## src/pcm_stage_pkg.sv

```systemverilog
// How it works
// - Interrupt output is the OR of all masked event view bits.
// - A receive event sets its status bit whatever the enable mask holds.
// - Masked view bit equals status bit AND enable bit.
// - Enable bit 1 lets an event reach the interrupt, 0 blocks it.
// - Writing 1 to the force register sets the matching status bit.
// - Level event fires while FIFO entries exceed the programmed threshold.
// - Not-empty event fires while the FIFO holds at least one word.
// - Sample arriving at a full FIFO raises overflow; later samples are dropped.
// - Reading the FIFO read register while empty raises underflow.
// - Status bits stay set until software clears them; FIFO reads never clear.
// - Writing 1 to a status bit clears it; interrupt holds until then.
// - Independent left and right gain codes, 1.5 dB steps, changeable live.
// - Smoother moves in fine steps, size picked by one select bit.
// - Smoother waits 64 to 512 sample periods between fine steps.
// - Soft mute ramps output down to silence with the same fine stepping.
// - Muted stream still pushes samples; unmute ramps back to channel gain.
// - Word width 16, 18, 20 or 24 bits, right aligned in 32-bit words.
// - Unused upper bits hold sign copies or zeros per extension bit.
// - DC blocking filter runs when its disable bit is 0, bypassed at 1.
// - Filter: y = x - x1 + (1 - 2^-G) y1, G a 4-bit field reset to 0xB.
// - Samples are converted and pushed only while the run bit is set.
// - Every FIFO read register read of a non-empty FIFO advances the FIFO read pointer once.
package pcm_stage_pkg;

    // ==========================================================
    // Register byte addresses
    localparam logic [7:0] ADDR_CONVERTER_CONTROL = 8'h00;
    localparam logic [7:0] ADDR_MODE_CONFIG       = 8'h04;
    localparam logic [7:0] ADDR_DATA_FORMAT       = 8'h08;
    localparam logic [7:0] ADDR_FIFO_CONTROL      = 8'h0C;
    localparam logic [7:0] ADDR_EVENT_STATUS      = 8'h10;
    localparam logic [7:0] ADDR_EVENT_FORCE       = 8'h14;
    localparam logic [7:0] ADDR_EVENT_ENABLE      = 8'h18;
    localparam logic [7:0] ADDR_MASKED_VIEW       = 8'h1C;
    localparam logic [7:0] ADDR_FIFO_READ         = 8'h20;

    // ==========================================================
    // Field positions
    localparam int RUN_BIT       = 0;
    localparam int MUTE_BIT      = 1;
    localparam int STEP_SEL_BIT  = 2;
    localparam int LEFT_GAIN_LSB = 4;
    localparam int RIGHT_GAIN_LSB = 8;
    localparam int DC_DIS_BIT    = 0;
    localparam int COEFF_LSB     = 4;
    localparam int TSTEP_LSB     = 8;
    localparam int WIDTH_LSB     = 0;
    localparam int SIGN_EXT_BIT  = 2;

    // Event bit positions
    localparam int EV_LEVEL     = 0;
    localparam int EV_NOT_EMPTY = 1;
    localparam int EV_OVERFLOW  = 2;
    localparam int EV_UNDERFLOW = 3;
    localparam int EV_COUNT     = 4;

    // ==========================================================
    // Reset values
    localparam logic [3:0] COEFF_RESET     = 4'hB;
    localparam logic [3:0] GAIN_CODE_RESET = 4'h8;
    localparam logic [2:0] TSTEP_RESET     = 3'h0;
    localparam logic [1:0] WIDTH_RESET     = 2'h3;
    localparam logic [7:0] THRESH_RESET    = 8'h7F;

    // ==========================================================
    // Gain scale: index counts eighth-dB units, 192 is unity gain
    localparam logic [8:0] GAIN_IDX_BASE   = 9'h05C;
    localparam logic [8:0] GAIN_IDX_PER_CODE = 9'h00C;
    localparam logic [8:0] GAIN_IDX_MUTE   = 9'h000;
    localparam logic [8:0] GAIN_IDX_OCTAVE = 9'h030;
    localparam logic [16:0] MANT_SCALE     = 17'h00555;
    localparam int          MULT_FRAC      = 16;
    localparam int          SAMPLE_W       = 24;
    localparam int          TSTEP_UNIT     = 64;

endpackage

```

## src/pcm_output_stage.sv

```systemverilog
`timescale 1ns/1ps
`default_nettype none
module pcm_output_stage
    import pcm_stage_pkg::*;
#(
    parameter int FIFO_DEPTH = 256,
    parameter int LEVEL_W    = 9
) (
    input  wire logic                pclk,
    input  wire logic                presetn,
    input  wire logic                psel,
    input  wire logic                penable,
    input  wire logic                pwrite,
    input  wire logic [7:0]          paddr,
    input  wire logic [31:0]         pwdata,
    output logic      [31:0]         prdata,
    output logic                     pready,
    output logic                     pslverr,
    input  wire logic                sample_valid,
    input  wire logic                sample_right,
    input  wire logic [SAMPLE_W-1:0] sample_data,
    input  wire logic [LEVEL_W-1:0]  fifo_level,
    input  wire logic [31:0]         fifo_rdata,
    output logic                     fifo_push,
    output logic      [31:0]         fifo_wdata,
    output logic                     fifo_pop,
    output logic                     irq
);

    // ==========================================================
    // Helpers
    function automatic logic [8:0] target_idx(input logic [3:0] code);
        logic [12:0] p;
        p = GAIN_IDX_PER_CODE * code;
        return GAIN_IDX_BASE + p[8:0];
    endfunction

    // Linear multiplier in Q16; mantissa is linear within each octave,
    // which keeps the table out at the cost of just over half a dB of error.
    function automatic logic [18:0] gain_mult(input logic [8:0] idx);
        logic [8:0]  oct;
        logic [8:0]  rem;
        logic [25:0] mant;
        oct  = idx / GAIN_IDX_OCTAVE;
        rem  = idx % GAIN_IDX_OCTAVE;
        mant = 26'((GAIN_IDX_OCTAVE + rem) * MANT_SCALE);
        mant = mant << oct[2:0];
        return mant[22:4];
    endfunction

    function automatic logic [8:0] step_toward(input logic [8:0] cur,
                                               input logic [8:0] tgt,
                                               input logic [8:0] stp);
        if (cur < tgt) begin
            return (tgt - cur > stp) ? cur + stp : tgt;
        end else if (cur > tgt) begin
            return (cur - tgt > stp) ? cur - stp : tgt;
        end
        return cur;
    endfunction

    function automatic logic signed [23:0] sat24(input logic signed [33:0] v);
        if (v > 34'sd8388607) begin
            return 24'sh7FFFFF;
        end else if (v < -34'sd8388608) begin
            return 24'sh800000;
        end
        return v[23:0];
    endfunction

    function automatic logic [31:0] format_word(input logic signed [23:0] s,
                                                input logic [1:0] wsel,
                                                input logic ext);
        logic [4:0]  w;
        logic [31:0] sh;
        logic [31:0] mask;
        unique case (wsel)
            2'h0: w = 5'd16;
            2'h1: w = 5'd18;
            2'h2: w = 5'd20;
            2'h3: w = 5'd24;
        endcase
        sh   = 32'($signed({{8{s[23]}}, s}) >>> (5'd24 - w));
        mask = (32'h1 << w) - 32'h1;
        return ext ? sh : (sh & mask);
    endfunction

    // ==========================================================
    // Registers
    logic                  run_q;
    logic                  mute_q;
    logic                  step_sel_q;
    logic [3:0]            gain_code_q [2];
    logic                  dc_dis_q;
    logic [3:0]            coeff_q;
    logic [2:0]            tstep_q;
    logic [1:0]            width_q;
    logic                  sign_ext_q;
    logic [7:0]            thresh_q;
    logic [EV_COUNT-1:0]   status_q;
    logic [EV_COUNT-1:0]   enable_q;
    logic                  drop_q;
    logic [8:0]            applied_q [2];
    logic [9:0]            tick_cnt_q;
    logic signed [23:0]    x_prev_q [2];
    logic signed [31:0]    y_prev_q [2];

    logic                  wr_en;
    logic                  rd_done;
    logic                  setup;
    logic                  fifo_rd;
    logic                  fifo_full;
    logic                  accept;
    logic [EV_COUNT-1:0]   hw_ev;
    logic [EV_COUNT-1:0]   sw_set;
    logic [EV_COUNT-1:0]   sw_clr;
    logic [EV_COUNT-1:0]   masked;

    logic [EV_COUNT-1:0]   status_d;
    logic [EV_COUNT-1:0]   enable_d;
    logic                  rd_empty_q;

    assign setup     = psel & ~penable;
    assign wr_en     = psel & penable & pready & pwrite;
    assign rd_done   = psel & penable & pready & ~pwrite;
    assign fifo_rd   = rd_done & (paddr == ADDR_FIFO_READ);
    assign fifo_full = fifo_level >= LEVEL_W'(FIFO_DEPTH);
    assign accept    = sample_valid & run_q;
    assign masked    = status_q & enable_q;

    // ==========================================================
    // APB slave: no wait state; ready and read data are both flopped at setup
    always_ff @(posedge pclk or negedge presetn) begin
        if (!presetn) begin
            pready  <= 1'b0;
            pslverr <= 1'b0;
            prdata  <= 32'h0000_0000;
        end else begin
            pready  <= setup;
            pslverr <= 1'b0;
            prdata  <= 32'h0000_0000;
            if (setup) begin
                unique case (paddr)
                    ADDR_CONVERTER_CONTROL: prdata <= {20'h0, gain_code_q[1], gain_code_q[0],
                                                       1'b0, step_sel_q, mute_q, run_q};
                    ADDR_MODE_CONFIG:       prdata <= {21'h0, tstep_q, coeff_q, 3'h0, dc_dis_q};
                    ADDR_DATA_FORMAT:       prdata <= {29'h0, sign_ext_q, width_q};
                    ADDR_FIFO_CONTROL:      prdata <= {24'h0, thresh_q};
                    ADDR_EVENT_STATUS:      prdata <= {28'h0, status_q};
                    ADDR_EVENT_FORCE:       prdata <= 32'h0000_0000;
                    ADDR_EVENT_ENABLE:      prdata <= {28'h0, enable_q};
                    ADDR_MASKED_VIEW:       prdata <= {28'h0, masked};
                    ADDR_FIFO_READ:         prdata <= fifo_rdata;
                    default:                pslverr <= 1'b1;
                endcase
            end
        end
    end

    // Judged at setup, with the data, so a read pops the word it returns
    always_ff @(posedge pclk or negedge presetn) begin
        if (!presetn) begin
            rd_empty_q <= 1'b0;
        end else if (setup) begin
            rd_empty_q <= fifo_level == '0;
        end
    end

    // ==========================================================
    // Control registers
    always_ff @(posedge pclk or negedge presetn) begin
        if (!presetn) begin
            run_q          <= 1'b0;
            mute_q         <= 1'b0;
            step_sel_q     <= 1'b0;
            gain_code_q[0] <= GAIN_CODE_RESET;
            gain_code_q[1] <= GAIN_CODE_RESET;
            dc_dis_q       <= 1'b0;
            coeff_q        <= COEFF_RESET;
            tstep_q        <= TSTEP_RESET;
            width_q        <= WIDTH_RESET;
            sign_ext_q     <= 1'b1;
            thresh_q       <= THRESH_RESET;
            enable_q       <= '0;
        end else if (wr_en) begin
            unique case (paddr)
                ADDR_CONVERTER_CONTROL: begin
                    run_q          <= pwdata[RUN_BIT];
                    mute_q         <= pwdata[MUTE_BIT];
                    step_sel_q     <= pwdata[STEP_SEL_BIT];
                    gain_code_q[0] <= pwdata[LEFT_GAIN_LSB +: 4];
                    gain_code_q[1] <= pwdata[RIGHT_GAIN_LSB +: 4];
                end
                ADDR_MODE_CONFIG: begin
                    dc_dis_q <= pwdata[DC_DIS_BIT];
                    coeff_q  <= pwdata[COEFF_LSB +: 4];
                    tstep_q  <= pwdata[TSTEP_LSB +: 3];
                end
                ADDR_DATA_FORMAT: begin
                    width_q    <= pwdata[WIDTH_LSB +: 2];
                    sign_ext_q <= pwdata[SIGN_EXT_BIT];
                end
                ADDR_FIFO_CONTROL: thresh_q <= pwdata[7:0];
                ADDR_EVENT_ENABLE: enable_q <= pwdata[EV_COUNT-1:0];
                default: ;
            endcase
        end
    end

    // ==========================================================
    // Events: hardware or software set wins over a same-cycle clear
    always_comb begin
        hw_ev               = '0;
        hw_ev[EV_LEVEL]     = fifo_level > LEVEL_W'(thresh_q);
        hw_ev[EV_NOT_EMPTY] = fifo_level != '0;
        hw_ev[EV_OVERFLOW]  = accept & fifo_full;
        hw_ev[EV_UNDERFLOW] = fifo_rd & rd_empty_q;
        sw_set = (wr_en && paddr == ADDR_EVENT_FORCE) ? pwdata[EV_COUNT-1:0] : '0;
        sw_clr = (wr_en && paddr == ADDR_EVENT_STATUS) ? pwdata[EV_COUNT-1:0] : '0;
        status_d = (status_q & ~sw_clr) | hw_ev | sw_set;

        // Irq follows the next mask too, so it never lags a mask write
        enable_d = (wr_en && paddr == ADDR_EVENT_ENABLE) ? pwdata[EV_COUNT-1:0] : enable_q;
    end

    always_ff @(posedge pclk or negedge presetn) begin
        if (!presetn) begin
            status_q <= '0;
        end else begin
            status_q <= status_d;
        end
    end

    always_ff @(posedge pclk or negedge presetn) begin
        if (!presetn) begin
            irq <= 1'b0;
        end else begin
            irq <= |(status_d & enable_d);
        end
    end

    // Dropping stays on until software clears the overflow flag, so a
    // stream never resumes with a silent gap hidden inside it.
    always_ff @(posedge pclk or negedge presetn) begin
        if (!presetn) begin
            drop_q <= 1'b0;
        end else if (accept && fifo_full) begin
            drop_q <= 1'b1;
        end else if (!status_q[EV_OVERFLOW]) begin
            drop_q <= 1'b0;
        end
    end

    always_ff @(posedge pclk or negedge presetn) begin
        if (!presetn) begin
            fifo_pop <= 1'b0;
        end else begin
            // An empty read pops nothing; underflow reports it
            fifo_pop <= fifo_rd & ~rd_empty_q;
        end
    end

    // ==========================================================
    // Gain smoother
    logic [9:0] tick_limit;
    logic       tick;
    assign tick_limit = {tstep_q + 3'h1 == 3'h0, tstep_q + 3'h1, 6'h00} - 10'h1;
    assign tick       = accept && tick_cnt_q == tick_limit;

    always_ff @(posedge pclk or negedge presetn) begin
        if (!presetn) begin
            tick_cnt_q <= '0;
        end else if (accept) begin
            tick_cnt_q <= tick ? 10'h000 : tick_cnt_q + 10'h1;
        end
    end

    always_ff @(posedge pclk or negedge presetn) begin
        if (!presetn) begin
            applied_q[0] <= target_idx(GAIN_CODE_RESET);
            applied_q[1] <= target_idx(GAIN_CODE_RESET);
        end else if (tick) begin
            for (int c = 0; c < 2; c++) begin
                applied_q[c] <= step_toward(applied_q[c],
                                            mute_q ? GAIN_IDX_MUTE
                                                   : target_idx(gain_code_q[c]),
                                            step_sel_q ? 9'h002 : 9'h001);
            end
        end
    end

    // ==========================================================
    // Datapath: gain, DC blocking filter, word format
    logic                ch;
    logic signed [43:0]  prod;
    logic signed [23:0]  gained;
    logic signed [33:0]  y_full;
    logic signed [23:0]  y_out;

    always_comb begin
        ch     = sample_right;
        prod   = $signed(sample_data) * $signed({1'b0, gain_mult(applied_q[ch])});
        gained = (applied_q[ch] == GAIN_IDX_MUTE) ? 24'sh0
                                                  : sat24(34'(prod >>> MULT_FRAC));
        y_full = 34'(gained) - 34'(x_prev_q[ch]) + 34'(y_prev_q[ch])
                 - 34'(y_prev_q[ch] >>> coeff_q);
        y_out  = dc_dis_q ? gained : sat24(y_full);
    end

    always_ff @(posedge pclk or negedge presetn) begin
        if (!presetn) begin
            x_prev_q[0] <= '0;
            x_prev_q[1] <= '0;
            y_prev_q[0] <= '0;
            y_prev_q[1] <= '0;
        end else if (!run_q) begin
            x_prev_q[0] <= '0;
            x_prev_q[1] <= '0;
            y_prev_q[0] <= '0;
            y_prev_q[1] <= '0;
        end else if (accept) begin
            x_prev_q[ch] <= gained;
            y_prev_q[ch] <= (y_full > 34'sh07FFFFFFF) ? 32'sh7FFFFFFF :
                            (y_full < -34'sh080000000) ? 32'sh80000000 : y_full[31:0];
        end
    end

    always_ff @(posedge pclk or negedge presetn) begin
        if (!presetn) begin
            fifo_push  <= 1'b0;
            fifo_wdata <= 32'h0000_0000;
        end else begin
            fifo_push <= accept & ~fifo_full & ~drop_q;
            if (accept) begin
                fifo_wdata <= format_word(y_out, width_q, sign_ext_q);
            end
        end
    end

endmodule
`default_nettype wire

```

## config.mk

```make
export PLATFORM = sky130hd
export DESIGN_NAME = pcm_output_stage
export DESIGN_NICKNAME = d
export VERILOG_FILES = /design/src/pcm_stage_pkg.sv /design/src/pcm_output_stage.sv
export SDC_FILE = /design/constraint.sdc
export NUM_CORES = 2
export LEC_CHECK = 0
export ABC_AREA = 0
export BUFFER_PORTS_ARGS = -buffer_cell sky130_fd_sc_hd__buf_2
export CELL_PAD_IN_SITES_DETAIL_PLACEMENT = 1
export CELL_PAD_IN_SITES_GLOBAL_PLACEMENT = 2
export CORE_MARGIN = 2
export CORE_UTILIZATION = 35
export CTS_BUF_LIST = sky130_fd_sc_hd__clkbuf_4 sky130_fd_sc_hd__clkbuf_8 sky130_fd_sc_hd__clkbuf_16
export CTS_CLUSTER_DIAMETER = 60
export CTS_CLUSTER_SIZE = 8
export DETAILED_ROUTE_END_ITERATION = 8
export GPL_TIMING_DRIVEN = 0
export PLACE_DENSITY_LB_ADDON = 0.1
export SLEW_MARGIN = 10
export SYNTH_ARGS = -nofsm -noshare
export SYNTH_HDL_FRONTEND = slang
export SYNTH_SLANG_ARGS = --single-unit
export TNS_END_PERCENT = 20
```

## constraint.sdc

```tcl
create_clock -name pclk -period 18.4 [get_ports pclk]
set_clock_uncertainty 0.05 [all_clocks]
set_input_delay 1.84 -clock pclk [delete_from_list [all_inputs] [get_ports pclk]]
set_output_delay 1.84 -clock pclk [all_outputs]
set_load 0.03 [all_outputs]
```

==> flow_summary.toml <==
[critical_path]
slowest_delay_ns = 0.61
endpoint_kind = "register"
path_class = "primary input to register"
worstReg2RegStart = "applied_q[13]$_DFFE_PN1P_"
crit_slowest_cell = "fa_1"
worstSetupStartpointType = "primary input"
crit_fanout = 6
reg2reg_slack_ns = -1.54
cp.required_ns = 18.80
cp_common_cell = "fa_1"
cp.arrival_ns = 21.00
r2r-end = "fifo_wdata[11]$_DFFE_PN0P_"
reg2regPathDepth = 86

[floorplanning]
core_area_mm2 = 0.1120
start_util_pct = 35.19
die_w_um = 339.6
rows = 123
dieArea_mm2 = 0.1153
top_level_ports = 181
die_h_um = 339.6

[detailed_routing]
ant_nets = 0
firstDrtPassIters = 5
num_vias = 33480
drc = 0
drt_iter0_markers = 1487
drt-total-wl_mm = 149.9
drt-wirelength-per-cell_um = 23.37
vias_per_cell = 5.219

[logic_synthesis]
netlist_top_cells_count = "inv_1 (757), nand2_1 (642), fa_1 (558), ha_1 (269)"
yosysMostFrequentCell = "inv_1"
synth_top_area_share_pct = 28.34
synth_cell_types = 100
async_flop_share_pct = 100.0
synth_largest_area_cell = "fa_1"
syn-cell-area_mm2 = 0.03942
yosysSeqAreaShare_pct = 15.82
ys_ff_latch = 248
ys_warn_count = 0
avgSynthCellArea_um2 = 8.689
netlist_instances = 4537
synthFlopType = "dfrtp_1"
synth-edff-count = 0
synthTopCellsByArea = "fa_1 (28%), dfrtp_1 (14%), ha_1 (8.5%)"

[sta]
rsz0062_at_grt = "true"
tightest_slew_ns = 1.280
max_slew_margin_pct = 14.69
finalMaxSlewViolations = 0
max_freq_mhz = 48.53
fin_crit_sh_pct = 112.0
period_needed_ns = 20.61
hold_viol_final = 0
final-setup-viol-count = 95
fin_ws_ns = -2.206

[clocking]
clkSinkCount = 248
cts_tree = "yes"
cts.clk_slew.worst_paths_ns = 0.05
numCtsBuffers = 38
clk_latency_ns = 0.57
h-tree-depth = 2
cts_max_path_buffers = 3
clock-root-buffer = "clkbuf_16"

[place]
place_congestion = 0.9197
dp_hpwl_mm = 122.3
dp_cells = 6186
portBuffers = 140

[worst_hold_path]
holdPathStages = 1
hold_path_class = "register to register"
holdPathEnd = "fifo_push$_DFF_PN0_"
min_from = "drop_q$_DFFE_PN0P_"

[global_routing]
grt-ovfl-total = 0
grtUsageTotal_pct = 25.92
grt_pass1_vias = 36310
grt_pass1_wl_mm = 229.7
antenna_found_initial = 1
grt_max_degree = 101

[layout]
final_cell_count_no_fill = 6414
syn_to_final_growth_pct = 19.99
post-route-util_pct = 42.22
drive_gt1_share_pct = 18.52
num-fill-cells = 13160
finalNetCount = 5824

[outcome]
violations = "negative setup slack"
status = "finished, violations left"

[flow_run]
drv_cap = 0
per-layer routing:
layer / track usage, % / up-vias / routed length [um]
met2: 44.75 / 576 / 73120
met3: 1.966 / 159 / 3841
met5: 0 / - / 0
met4: 7.771 / 0 / 4875
li1: - / 15410 / -
met1: 34.69 / 17330 / 68070
logic make-up after synthesis:
logic type,Yosys count,share of synthesized area (%)
AND/OR/NAND/NOR,1302,15.15
multiplexers,209,6.189
AO/OA/AOI/OAI,839,13.71
buffers and inverters,987,9.474
adder cells (fa/ha/maj),829,36.93
other,2,0.01905
flip-flops,248,15.82
XOR/XNOR,121,2.707
stage by stage:
step / setup slack [ns] / hold WS (ns) / area, um2 / setup TNS, ns
2_1_floorplan: -1.426 / 0.3594 / 40290 / -79.56
3_3_place_gp: -5.580 / 0.3710 / 42860 / -452.35
6_report: -2.206 / 0.3864 / 47300 / -129.36
4_1_cts: -2.095 / 0.3822 / 46370 / -150.52
3_5_place_dp: -5.600 / 0.3748 / 42960 / -456.95
5_1_grt: -2.758 / 0.4230 / 47290 / -183.25
layout by cell type (no fill, tap or decap), types with 31 or more instances in the layout:
cell       instances
fa_1             537
and2_1           172
nand3_1           37
clkbuf_16         43
buf_2            142
a22o_1            47
o21ai_0          179
and3_1            47
mux2i_1           99
buf_4            143
xor2_1            37
nand2_2           35
nand2_1          600
nor2_1           200
a21o_1            49
xnor2_1           72
mux2_2            70
a21oi_1          172
inv_1            734
a21oi_2           38
dfrtp_1          223
nor3_1            33
buf_1             32
nand4_1           31
ha_1             240
clkbuf_1         131
worst max-delay path, delay by kind of cell:
| kind | cells | cell delay (ns) |
|---|---|---|
| buffers and inverters | 22 | 2.24 |
| XOR/XNOR | 2 | 0.42 |
| AND/OR/NAND/NOR | 17 | 3.70 |
| multiplexers | 3 | 1.01 |
| AO/OA/AOI/OAI | 24 | 4.18 |
| adder cells (fa/ha/maj) | 18 | 7.55 |
worst max-delay path by stage:
stage | start | end | slack (ns) | depth (start not counted)
2_1_floorplan | sample_right | fifo_wdata[6]$_DFFE_PN0P_ | -1.43 | 74
3_3_place_gp | sample_right | fifo_wdata[11]$_DFFE_PN0P_ | -5.58 | 76
3_5_place_dp | sample_right | fifo_wdata[11]$_DFFE_PN0P_ | -5.60 | 78
4_1_cts | sample_right | fifo_wdata[11]$_DFFE_PN0P_ | -2.09 | 82
5_1_grt | sample_right | fifo_wdata[11]$_DFFE_PN0P_ | -2.76 | 83
6_report | sample_right | fifo_wdata[11]$_DFFE_PN0P_ | -2.21 | 86
layout make-up:
type / instances / area (um2) / share of cell area, %
inverter: 761 / 2867 / 6.060
buffer: 218 / 1279 / 2.703
sequential: 248 / 6237 / 13.19
clock buffer: 60 / 1146 / 2.423
multi-input combinational: 3308 / 31580 / 66.77
clock inverter: 4 / 42.54 / 0.08994
timing repair buffer: 310 / 2260 / 4.777
antenna: 5 / 12.51 / 0.02645
tap: 1500 / 1877 / 3.968
flip-flops by register name, indices dropped and copies added, names as in the netlist, 8 cells and up:
signal,count
tick_cnt_q,10
applied_q,18
fifo_wdata,31
x_prev_q,48
y_prev_q,64
gain_code_q,8
prdata,32
thresh_q,8
repair_timing:
item                                    in CTS  in global routing
pin swaps                                  122                 56
hold buffers                                 0                  0
gates cloned                                 3                  1
buffers inserted                           125                 42
resized for setup                          265                170
endpoints found under the setup margin      95                 95
Power is not shown: default switching activity piles up to over one toggle a cycle in this logic, so the estimate is an artifact.
